[config.mk]
export PLATFORM = sky130hd
export DESIGN_NAME = aap_top
export DESIGN_NICKNAME = d
export VERILOG_FILES = /design/src/design/aap_pkg.sv /design/src/design/aap_avg.sv /design/src/design/aap_top.sv
export SDC_FILE = /design/constraint.sdc
export NUM_CORES = 2
export LEC_CHECK = 0
export BUFFER_PORTS_ARGS = -buffer_cell sky130_fd_sc_hd__buf_2
export CAP_MARGIN = 5
export CORE_ASPECT_RATIO = 1.1
export CORE_MARGIN = 8
export CORE_UTILIZATION = 50
export DETAILED_ROUTE_END_ITERATION = 16
export GPL_TIMING_DRIVEN = 0
export PLACE_DENSITY = 0.76
export SLEW_MARGIN = 20
export SYNTH_ARGS = -nofsm -noshare
export SYNTH_HDL_FRONTEND = slang
export SYNTH_HIERARCHICAL = 1
export SYNTH_SLANG_ARGS = --single-unit
[constraint.sdc]
create_clock -name aclk -period 91.8 [get_ports aclk]
set_input_delay 18.36 -clock aclk [delete_from_list [all_inputs] [get_ports aclk]]
set_output_delay 18.36 -clock aclk [all_outputs]
set_load 0.03 [all_outputs]
[src/design/aap_pkg.sv]
package aap_pkg;

   //==========================================================
   // Register map, byte addresses.
   localparam logic [7:0] ADDR_PRE   = 8'h00;
   localparam logic [7:0] ADDR_GAIN  = 8'h04;
   localparam logic [7:0] ADDR_LIM   = 8'h08;
   localparam logic [7:0] ADDR_POST  = 8'h0c;
   localparam logic [7:0] ADDR_CLAMP = 8'h10;
   localparam logic [7:0] ADDR_MISC  = 8'h14;
   localparam logic [7:0] ADDR_COEF  = 8'h18;
   localparam logic [7:0] ADDR_STAT  = 8'h1c;

   //==========================================================
   // Writable bits of each word; all others read as zero.
   localparam logic [31:0] MASK_PRE   = 32'h00fff000;
   localparam logic [31:0] MASK_GAIN  = 32'h02001fff;
   localparam logic [31:0] MASK_LIM   = 32'h03ffffff;
   localparam logic [31:0] MASK_POST  = 32'h00fff000;
   localparam logic [31:0] MASK_CLAMP = 32'h00ffffff;
   localparam logic [31:0] MASK_MISC  = 32'h00000307;
   localparam logic [31:0] MASK_COEF  = 32'h0000ffff;

   //==========================================================
   // Field positions.
   localparam int PRE_LSB    = 12;
   localparam int NARROW_BIT = 25;
   localparam int HOLD_BIT   = 25;
   localparam int WRAP_BIT   = 24;
   localparam int MAX_LSB    = 12;
   localparam int MIN_LSB    = 0;
   localparam int POST_LSB   = 12;
   localparam int HIGH_LSB   = 12;
   localparam int LOW_LSB    = 0;
   localparam int SEL_LSB    = 0;
   localparam int POL_BIT    = 8;
   localparam int DMASK_BIT  = 9;
   localparam int TCOEF_LSB  = 8;
   localparam int FCOEF_LSB  = 0;

   //==========================================================
   // Reset values and arithmetic constants.
   localparam logic [31:0] RST_ZERO   = 32'h00000000;
   localparam logic [31:0] RST_COEF   = 32'h00000000;
   localparam logic [13:0] GAIN_ONE   = 14'h0100;
   localparam logic [12:0] FULL_TURN  = 13'h1000;
   localparam int          DRIFT_SHR  = 6;
   localparam logic [1:0]  RESP_OKAY  = 2'b00;
   localparam logic [1:0]  RESP_SLVERR = 2'b10;

   //==========================================================
   // Configuration as seen by the angle path.
   typedef struct packed {
      logic [11:0]       pre_shift;
      logic              narrow_en;
      logic [12:0]       gain;
      logic              limit_hold_en;
      logic              wrap_enable;
      logic [11:0]       max_in;
      logic [11:0]       min_in;
      logic [11:0]       post_scale_shift;
      logic [11:0]       high_lim;
      logic [11:0]       low_lim;
      logic [2:0]        sample_average_select;
      logic              polarity;
      logic              diag_mask;
      logic signed [7:0] temp_coef;
      logic signed [7:0] field_coef;
   } aap_cfg_t;

endpackage

[src/design/aap_avg.sv]
`timescale 1ns/10ps
`default_nettype none
// Sums a power-of-two group of samples and emits the mean once.
module aap_avg #(
   parameter int DATA_W = 12,
   parameter int SEL_W  = 3
) (
   // Clock and reset.
   input  wire logic              aclk,
   input  wire logic              aresetn,
   // Group size select.
   input  wire logic [SEL_W-1:0]  sel,
   // Sample stream in.
   input  wire logic              in_valid,
   input  wire logic [DATA_W-1:0] in_data,
   // Mean out.
   output logic                   out_valid,
   output logic [DATA_W-1:0]      out_data
);
   localparam int CNT_W = (1 << SEL_W) - 1;
   localparam int ACC_W = DATA_W + CNT_W;

   // Refused at elaboration: the counter width grows as 2**SEL_W.
   if (DATA_W < 1 || SEL_W < 1 || SEL_W > 4) begin : g_bad_width
      $error("aap_avg: unsupported width");
   end

   logic [ACC_W-1:0] acc;        // Running sum of the group.
   logic [CNT_W-1:0] cnt;        // Samples already in the sum.

   //==========================================================
   // Group bookkeeping.
   wire [CNT_W:0]   group_len = (CNT_W+1)'(1) << sel;
   wire             last      = {1'b0, cnt} >= (group_len - 1'b1);
   wire [ACC_W-1:0] sum_next  = acc + ACC_W'(in_data);
   wire [ACC_W-1:0] mean      = sum_next >> sel;

   // The group restarts after each mean, so a changed select takes
   // full effect from the next group; a mid-group shrink ends the group
   // in flight at its next sample once the count has reached the new size,
   // instead of letting the count run on.
   always_ff @(posedge aclk) begin
      if (!aresetn) begin
         acc       <= '0;
         cnt       <= '0;
         out_valid <= 1'b0;
         out_data  <= '0;
      end else begin
         out_valid <= 1'b0;
         if (in_valid && last) begin
            acc       <= '0;
            cnt       <= '0;
            out_valid <= 1'b1;
            out_data  <= mean[DATA_W-1:0];
         end else if (in_valid) begin
            acc <= sum_next;
            cnt <= cnt + 1'b1;
         end
      end
   end

endmodule // aap_avg
`default_nettype wire

[src/design/aap_top.sv]
`timescale 1ns/10ps
`default_nettype none
// Angle post-processing path with an AXI4-Lite register slave.
module aap_top #(
   parameter int ADDR_W = 8
) (
   // Clock and reset.
   input  wire logic              aclk,
   input  wire logic              aresetn,
   // AXI4-Lite write channels.
   input  wire logic [ADDR_W-1:0] awaddr,
   input  wire logic              awvalid,
   output logic                   awready,
   input  wire logic [31:0]       wdata,
   input  wire logic [3:0]        wstrb,
   input  wire logic              wvalid,
   output logic                   wready,
   output logic [1:0]             bresp,
   output logic                   bvalid,
   input  wire logic              bready,
   // AXI4-Lite read channels.
   input  wire logic [ADDR_W-1:0] araddr,
   input  wire logic              arvalid,
   output logic                   arready,
   output logic [31:0]            rdata,
   output logic [1:0]             rresp,
   output logic                   rvalid,
   input  wire logic              rready,
   // Raw angle front end, same clock.
   input  wire logic              raw_valid,
   input  wire logic [11:0]       raw_angle,
   input  wire logic signed [7:0] die_temp,
   input  wire logic signed [7:0] field_level,
   // Output driver.
   output logic                   out_valid,
   output logic [11:0]            out_angle,
   output logic                   out_tristate
);
   // Refused at elaboration: the hit decode needs bits above bit 4.
   if (ADDR_W < 6) begin : g_bad_addr
      $error("aap_top: address too narrow for the map");
   end

   //==========================================================
   // Register storage, one word per index.
   logic [31:0] regs [0:6];
   aap_pkg::aap_cfg_t cfg;

   wire [2:0] widx   = awaddr[4:2];
   wire [2:0] ridx   = araddr[4:2];
   wire       whit   = awaddr[ADDR_W-1:5] == '0 && awaddr[4:2] != 3'h7;
   wire       rhit   = araddr[ADDR_W-1:5] == '0;
   wire       wtake  = awvalid && wvalid && !awready && !bvalid;
   wire       rtake  = arvalid && !arready && !rvalid;
   wire [31:0] bmask = {{8{wstrb[3]}}, {8{wstrb[2]}},
                        {8{wstrb[1]}}, {8{wstrb[0]}}};
   wire [31:0] stat  = {19'h0, out_tristate, out_angle};

   // Writable-bit masks by index.
   logic [31:0] wmask [0:6];
   assign wmask[0] = aap_pkg::MASK_PRE;
   assign wmask[1] = aap_pkg::MASK_GAIN;
   assign wmask[2] = aap_pkg::MASK_LIM;
   assign wmask[3] = aap_pkg::MASK_POST;
   assign wmask[4] = aap_pkg::MASK_CLAMP;
   assign wmask[5] = aap_pkg::MASK_MISC;
   assign wmask[6] = aap_pkg::MASK_COEF;

   wire [31:0] rword = (ridx == 3'h7) ? stat : regs[ridx];

   // Register words unpacked into the path configuration.
   assign cfg.pre_shift  = regs[0][aap_pkg::PRE_LSB +: 12];
   assign cfg.narrow_en  = regs[1][aap_pkg::NARROW_BIT];
   assign cfg.gain       = regs[1][12:0];
   assign cfg.limit_hold_en = regs[2][aap_pkg::HOLD_BIT];
   assign cfg.wrap_enable   = regs[2][aap_pkg::WRAP_BIT];
   assign cfg.max_in     = regs[2][aap_pkg::MAX_LSB +: 12];
   assign cfg.min_in     = regs[2][aap_pkg::MIN_LSB +: 12];
   assign cfg.post_scale_shift = regs[3][aap_pkg::POST_LSB +: 12];
   assign cfg.high_lim   = regs[4][aap_pkg::HIGH_LSB +: 12];
   assign cfg.low_lim    = regs[4][aap_pkg::LOW_LSB +: 12];
   assign cfg.sample_average_select = regs[5][aap_pkg::SEL_LSB +: 3];
   assign cfg.polarity   = regs[5][aap_pkg::POL_BIT];
   assign cfg.diag_mask  = regs[5][aap_pkg::DMASK_BIT];
   assign cfg.temp_coef  = regs[6][aap_pkg::TCOEF_LSB +: 8];
   assign cfg.field_coef = regs[6][aap_pkg::FCOEF_LSB +: 8];

   //==========================================================
   // Write path: address and data are taken together, one cycle of
   // ready, then the response waits for bready.
   always_ff @(posedge aclk) begin
      if (!aresetn) begin
         awready <= 1'b0;
         wready  <= 1'b0;
         bvalid  <= 1'b0;
         bresp   <= aap_pkg::RESP_OKAY;
         for (int i = 0; i < 6; i++) begin
            regs[i] <= aap_pkg::RST_ZERO;
         end
         regs[6] <= aap_pkg::RST_COEF;
      end else begin
         awready <= wtake;
         wready  <= wtake;
         if (wtake) begin
            bvalid <= 1'b1;
            bresp  <= whit ? aap_pkg::RESP_OKAY : aap_pkg::RESP_SLVERR;
            if (whit) begin
               regs[widx] <= ((regs[widx] & ~bmask) | (wdata & bmask))
                             & wmask[widx];
            end
         end else if (bready) begin
            bvalid <= 1'b0;
         end
      end
   end

   //==========================================================
   // Read path: data is loaded with arready and held until rready.
   always_ff @(posedge aclk) begin
      if (!aresetn) begin
         arready <= 1'b0;
         rvalid  <= 1'b0;
         rdata   <= '0;
         rresp   <= aap_pkg::RESP_OKAY;
      end else begin
         arready <= rtake;
         if (rtake) begin
            rvalid <= 1'b1;
            rdata  <= rhit ? rword : 32'h00000000;
            rresp  <= rhit ? aap_pkg::RESP_OKAY : aap_pkg::RESP_SLVERR;
         end else if (rready) begin
            rvalid <= 1'b0;
         end
      end
   end

   //==========================================================
   // Drift compensation: a linear correction in temperature and
   // field, scaled down so the coefficients stay fine-grained.
   wire signed [15:0] t_term = die_temp * cfg.temp_coef;
   wire signed [15:0] f_term = field_level * cfg.field_coef;
   wire signed [16:0] drift  = (17'(t_term) + 17'(f_term))
                               >>> aap_pkg::DRIFT_SHR;
   wire [11:0] comp_ang = raw_angle - drift[11:0];

   //==========================================================
   // Power-of-two averaging.
   logic        avg_valid;
   logic [11:0] avg_ang;

   aap_avg #(
      .DATA_W (12),
      .SEL_W  (3)
   ) u_avg (
      .aclk      (aclk),
      .aresetn   (aresetn),
      .sel       (cfg.sample_average_select),
      .in_valid  (raw_valid),
      .in_data   (comp_ang),
      .out_valid (avg_valid),
      .out_data  (avg_ang)
   );

   //==========================================================
   // Offset, limit check, gain, post shift.
   wire [11:0] pre_ang   = avg_ang - cfg.pre_shift;
   wire        off_range = pre_ang < cfg.min_in ||
                           pre_ang > cfg.max_in;
   wire        range_fault = cfg.narrow_en && off_range
                             && !cfg.diag_mask;
   wire [13:0] mult   = aap_pkg::GAIN_ONE + {1'b0, cfg.gain};
   wire [25:0] prod   = pre_ang * mult;
   // Gain of up to 33x lets a 1/32 turn span cover the full scale.
   wire [17:0] gained = cfg.narrow_en ? prod[25:8] : {6'h0, pre_ang};
   wire [18:0] post_sum = {1'b0, gained}
                          + {7'h0, cfg.post_scale_shift};
   wire [11:0] wrapped  = post_sum[11:0];

   // Window arithmetic for wrapping between the output limits.
   wire [12:0] span    = {1'b0, cfg.high_lim} - {1'b0, cfg.low_lim}
                         + 13'h0001;
   wire        win_ok  = cfg.high_lim >= cfg.low_lim;
   wire [11:0] rel     = wrapped - cfg.low_lim;
   wire [12:0] rel_mod = {1'b0, rel} % (win_ok ? span : 13'h0001);
   wire [11:0] rolled  = cfg.low_lim + rel_mod[11:0];
   wire        sat_hi  = post_sum > {7'h0, cfg.high_lim};
   wire        sat_lo  = post_sum < {7'h0, cfg.low_lim};
   wire        w_hi    = wrapped > cfg.high_lim;
   wire        w_lo    = wrapped < cfg.low_lim;

   //==========================================================
   // Output treatment chosen by hold and wrap enables.
   logic [11:0] shaped;
   always_comb begin
      unique case ({cfg.limit_hold_en, cfg.wrap_enable})
         2'b00: begin
            shaped = wrapped;
         end
         2'b01: begin
            // A crossed window is meaningless; fall back to one turn.
            shaped = win_ok ? rolled : wrapped;
         end
         2'b10: begin
            // The unwrapped sum hits a limit before it can roll over.
            shaped = sat_hi ? cfg.high_lim :
                     sat_lo ? cfg.low_lim : wrapped;
         end
         2'b11: begin
            shaped = w_hi ? cfg.high_lim :
                     w_lo ? cfg.low_lim : wrapped;
         end
      endcase
   end

   wire [12:0] inv_full = aap_pkg::FULL_TURN - {1'b0, shaped};
   wire [11:0] final_ang = cfg.polarity ? inv_full[11:0]
                                        : shaped;

   //==========================================================
   // Output register, updated once per averaged angle.
   always_ff @(posedge aclk) begin
      if (!aresetn) begin
         out_valid    <= 1'b0;
         out_angle    <= 12'h000;
         out_tristate <= 1'b0;
      end else begin
         out_valid <= avg_valid;
         if (avg_valid) begin
            out_angle    <= final_ang;
            out_tristate <= range_fault;
         end
      end
   end
endmodule // aap_top
`default_nettype wire

Word level (Yosys, flattened, before mapping)
Memory sizes are Yosys's and may differ from the RTL's.
Cells that the tools add are included.
{"block": "word_totals", "register_bits": 93, "ram_bits": 224, "mem_bits_ro": 256, "in_bits": 88, "n_memories": 2}
{"block": "classes", "n_addsub": 13, "mul": 3, "div_mod_pow": 1, "magnitude_cmp": 9, "n_eq_ne": 5, "shift": 2, "mux": 28, "bitwise": 7, "reduce_logical": 22}
{"memory": "(no name shown)", "depth": 8, "width": 32, "read_ports": 1, "rd_ports_with_merged_regs": 0, "wr": 0, "line_no": "aap_top.sv:109", "text": "& wmask[widx];"}
{"memory": "regs", "depth": 7, "width": 32, "read_ports": 9, "rd_ports_with_merged_regs": 0, "wr": 7, "line_no": "aap_top.sv:46", "text": "logic [31:0] regs [0:6];"}
{"operator": "32-bit 2-to-1 mux", "n": 5}
{"operator": "32-bit AND", "n": 3}
{"operator": "12-bit 2-to-1 mux", "n": 6}
{"operator": "12-bit one-hot mux with 4 select lines", "n": 1}
{"operator": "12-bit subtractor", "n": 3}
{"operator": "8-bit by 8-bit multiplier with 16-bit output", "n": 2}
{"operator": "32-bit inverter", "n": 1}
{"operator": "32-bit OR", "n": 1}
{"operator": "32-bit OR reduction", "n": 1}
{"operator": "12-bit by 14-bit multiplier with 26-bit output", "n": 1}
{"operator": "12-bit > comparator", "n": 2}
{"operator": "12-bit < comparator", "n": 2}
{"operator": "18-bit by 12-bit adder with 19-bit output", "n": 1}
{"operator": "19-bit by 12-bit adder with 19-bit output", "n": 1}
{"operator": "19-bit by 12-bit > comparator with 1-bit output", "n": 1}
{"operator": "19-bit by 12-bit < comparator with 1-bit output", "n": 1}
{"operator": "19-bit by 3-bit right shift with 12-bit output", "n": 1}
{"operator": "18-bit 2-to-1 mux", "n": 1}
{"operator": "16-bit by 16-bit adder with 17-bit output", "n": 1}
{"operator": "9-bit by 13-bit adder with 14-bit output, first input constant", "n": 1}
{"operator": "13-bit by 1-bit adder with 13-bit output, second input constant", "n": 1}
{"operator": "12-bit by 13-bit remainder unit with 13-bit output", "n": 1}
{"operator": "13-bit 2-to-1 mux", "n": 1}
{"operator": "12-bit by 12-bit subtractor with 13-bit output", "n": 1}
{"operator": "other kinds (24)", "n": 50}

Logic depth before layout (Yosys ltp)
An unclocked memory read counts as a cell.
{"block": "depth", "word_depth": 12, "depth_mapped": 182}

By module
The synthesis kept the hierarchy.
{"module": "aap_top", "n_inst": 1, "cells_per_inst": 3537, "area_per_inst_um2": 32376.1, "seq_area_each_um2": 6906.6}
{"module": "aap_avg", "n_inst": 1, "cells_per_inst": 406, "area_per_inst_um2": 3326.9, "seq_area_each_um2": 780.7}

Worst setup path after synthesis
Ideal clock, no wire load.
{"block": "synth_timing", "kind": "register to register", "from": "mem regs[0][13]", "to": "reg out_angle[11]", "arrival_time_ns": 35.001, "required_time_ns": 91.662, "setup_slack_ns": 56.661, "path_stages_with_launch": 170, "path_buffers": 10, "period_less_slack_ns": 35.139, "path_cell_list": "edfxtp_1 > inv_1 > ha_1 > nor2b_1 > o21ai_0 > nand2b_1 > a21o_1 > nand2_1 > a21boi_0 > o21ai_0 > nand2b_1 > a21o_1 > a21o_1 > a21o_1 > a21oi_1 > xnor2_1 > clkbuf_1 > nand2_1 > [134 not listed] > o21ai_1 > clkbuf_1 > o21a_1 > ha_1 > a21o_1 > a21oi_1 > o21ai_0 > o41ai_1 > o21a_1 > xnor2_1 > o211ai_1 > a22oi_1 > o31ai_1 > a31oi_1 > nor3b_2 > o41ai_2 > a2111oi_1 > a211oi_2"}
{"item": "from (decl)", "line_no": "aap_top.sv:46"}
{"item": "to (signal assigned)", "line_no": "aap_top.sv:229", "text": "out_angle <= final_ang;"}
{"item": "to (decl)", "line_no": "aap_top.sv:36", "text": "output logic [11:0] out_angle,"}

==> flow_summary.toml <==
[detailed_routing]
vias = 30420
avgViaCountPerCell = 5.984
drt_pass1_iterations = 6
drc = 0
ant_nets = 0
wl_um = 109200
drt_iter0_drc = 3021
wl_per_cell_um = 21.49

[layout]
fin_util = 0.5490
area_growth_pct = 8.516
drive_gt1_frac = 0.09604
nets = 4824

[timing]
fin_skew_ps = 35.81
post-route-min-period_ps = 42700
setup_violations = 0
tns_ps = 0
max_clock_freq_ghz = 0.02342
fin_crit_sh = 0.4651
hold_violations = 0
slew_headroom = 0.2663
rsz0062_at_grt = "no"
worst_pin_slew_ps = 1093
report.final.slew_viol_count = 0

[synth]
synth_most_common_cell = "inv_1"
synth_top_area_cell = "fa_1"
ys_top_cells_by_area = "fa_1, edfxtp_1, ha_1"
synth_simple_gate_area_share = 0.1613
async_flop_share = 0
syn_inst = 3943
netlist.area_leader.share = 0.1536
yosysUniqueCellTypes = 110
synth-compound-area-share = 0.1434
synthAdderAreaFrac = 0.2742
avgSynthCellArea_sq_um = 9.055
synth-main-ff-cell = "edfxtp_1"
syn_area_sq_um = 35700
post_synth_mux_area_share = 0.09161
synth_edf_count = 182
synth_xor_area_frac = 0.03946
synth-seq-cells = 293
ys_warn_count = 6
synth_top_family_by_area = "adder cells"
synth_commonest_cells = "inv_1, nor2_1, ha_1"
ys_seq_area_frac = 0.2153

[place]
port_buffers = 119
dp_hpwl_um = 87600
gp_congestion = 0.9893

[floorplanning]
die_h_um = 296.3
die_w_um = 270.8
rows = 102
io_pins = 143
die_area_sq_um = 80220
start_util = 0.5059
fp.coreArea_sq_um = 70580

[worst_setup_path]
critPathSlowestCell = "a2111oi_0"
crit_buf_inv = 16
cp.required_ps = 92230
critPathMaxFanout = 11
worstSetupPathType = "flip-flop to flip-flop"
cp_data_arrival_time_ps = 43130
max_stage_delay_ps = 750
critPathTopFamily = "compound AO/OA/AOI/OAI gates"
crit_path_end_kind = "flip-flop"
cp-start-kind = "flip-flop"
crit_path_frequent_cell = "o21a_1"

[clock_tree]
cts_resized = 0
cts_hold_buf = 0
clock-sinks = 293
root_buffer = "clkbuf_16"
post-cts-setup-buffers = 0
clk_pin_slew_ps = 60
cts_buffers = 35
htreeDepth = 2
cts_tree = "done"
cts_max_path_buffers = 3
clk_latency_ps = 570

[grt]
grt_first_pass_wirelength_um = 170100
grt_remaining_overflow = 0
grt_pass1_vias = 30380
grt_max_degree = 27
grt_usage = 0.2684
antenna_found_initial = 8

[run_status]
run_status = "completed"

[flow_run]
drv_cap = 0

[worst_hold_path]
min_path_type = "flip-flop to flip-flop"
==> metal layers <==
metal | share of wire | global-route usage | up-vias
li1 | - | - | 13910
met1 | 0.38 | 0.3302 | 14570
met2 | 0.46 | 0.4422 | 1571
met3 | 0.087 | 0.04821 | 356
met4 | 0.067 | 0.1574 | 6
met5 | 0.00033 | 0 | -
==> logic make-up (layout without fill, tap and decap cells) <==
family	after synthesis	in the layout
muxes	205	205
xor gates and xnor gates	160	160
buffers and inverters	695	878
other	1	22
AOI/OAI and AO/OA	744	744
and+or+nand+nor	1227	1227
adders and majority gates	618	618
DFF	293	293
==> cell usage in the layout (no fill, tap or decap), types with 20 or more instances in the layout <==
cell type / count
o211ai_1: 25
nor2_1: 430
buf_2: 125
nor2b_1: 36
mux4_2: 93
ha_1: 344
mux2i_1: 68
xnor2_1: 98
a21o_1: 52
buf_1: 21
clkbuf_1: 150
a211oi_1: 21
nand2b_1: 52
fa_1: 274
o21ai_0: 145
dfxtp_1: 111
and3_1: 26
o21a_1: 81
mux2_2: 44
nand3_1: 45
nand2_1: 312
clkbuf_16: 37
inv_1: 507
edfxtp_1: 182
and2_1: 140
nand4_1: 27
or3_1: 22
xor2_1: 61
nor3_1: 70
a31oi_1: 20
a21oi_1: 179
==> final cells by class <==
cell class | count | area [sq um]
fillers | 6324 | 31830
flip-flops and latches | 293 | 7687
clock inverters | 16 | 133.9
repair buffers | 120 | 623.1
inverters | 513 | 1926
multi-input cells | 2973 | 25460
well taps | 936 | 1171
clock buffers | 47 | 1003
diodes | 3 | 7.507
plain buffers | 182 | 735.7
==> worst paths after layout <==
check / startpoint / endpoint / slack (ps) / cells past startpoint
max: regs[0][12]$_SDFFCE_PN0P_ / out_angle[11]$_SDFFE_PN0P_ / 49100 / 171
min: rdata[0]$_SDFFE_PN0P_ / rdata[0]$_SDFFE_PN0P_ / 480 / 2
max reg2reg: regs[0][12]$_SDFFCE_PN0P_ / out_angle[11]$_SDFFE_PN0P_ / 49100 / 171
min reg2reg: rdata[0]$_SDFFE_PN0P_ / rdata[0]$_SDFFE_PN0P_ / 480 / 2
==> worst register-to-register path: cells and delay by family, from the launching register on <==
family | cells | cell delay, ps
compound gates | 92 | 21060
xor+xnor | 5 | 1830
fa+ha+maj | 23 | 8270
buf+inv | 16 | 4040
flops | 1 | 470
mux | 5 | 1830
simple gates | 30 | 5110
==> metrics by stage <==
stage	hold WS [ps]	instances	cell area, sq um	worst slack (ps)
detailed placement	469.2	5017	37590	49490
CTS	482.8	5080	38730	49300
global placement	462.7	5016	37540	50320
finish	481.3	5083	38740	49100
floorplan	429.2	3961	35770	56660
global route	502.2	5081	38740	46120
==> registers in the layout (all words and copies together) (netlist names) <==
register,count
rvalid,1
bvalid,1
out_valid,1
u_avg/cnt,7
out_tristate,1
rresp,1
regs,208
arready,1
bresp,1
rdata,26
wready,1
u_avg/acc,19
u_avg/out_valid,1
u_avg/out_data,12
out_angle,12
Power is not shown: default switching activity piles up to over one toggle a cycle in this logic, so the estimate is an artifact.
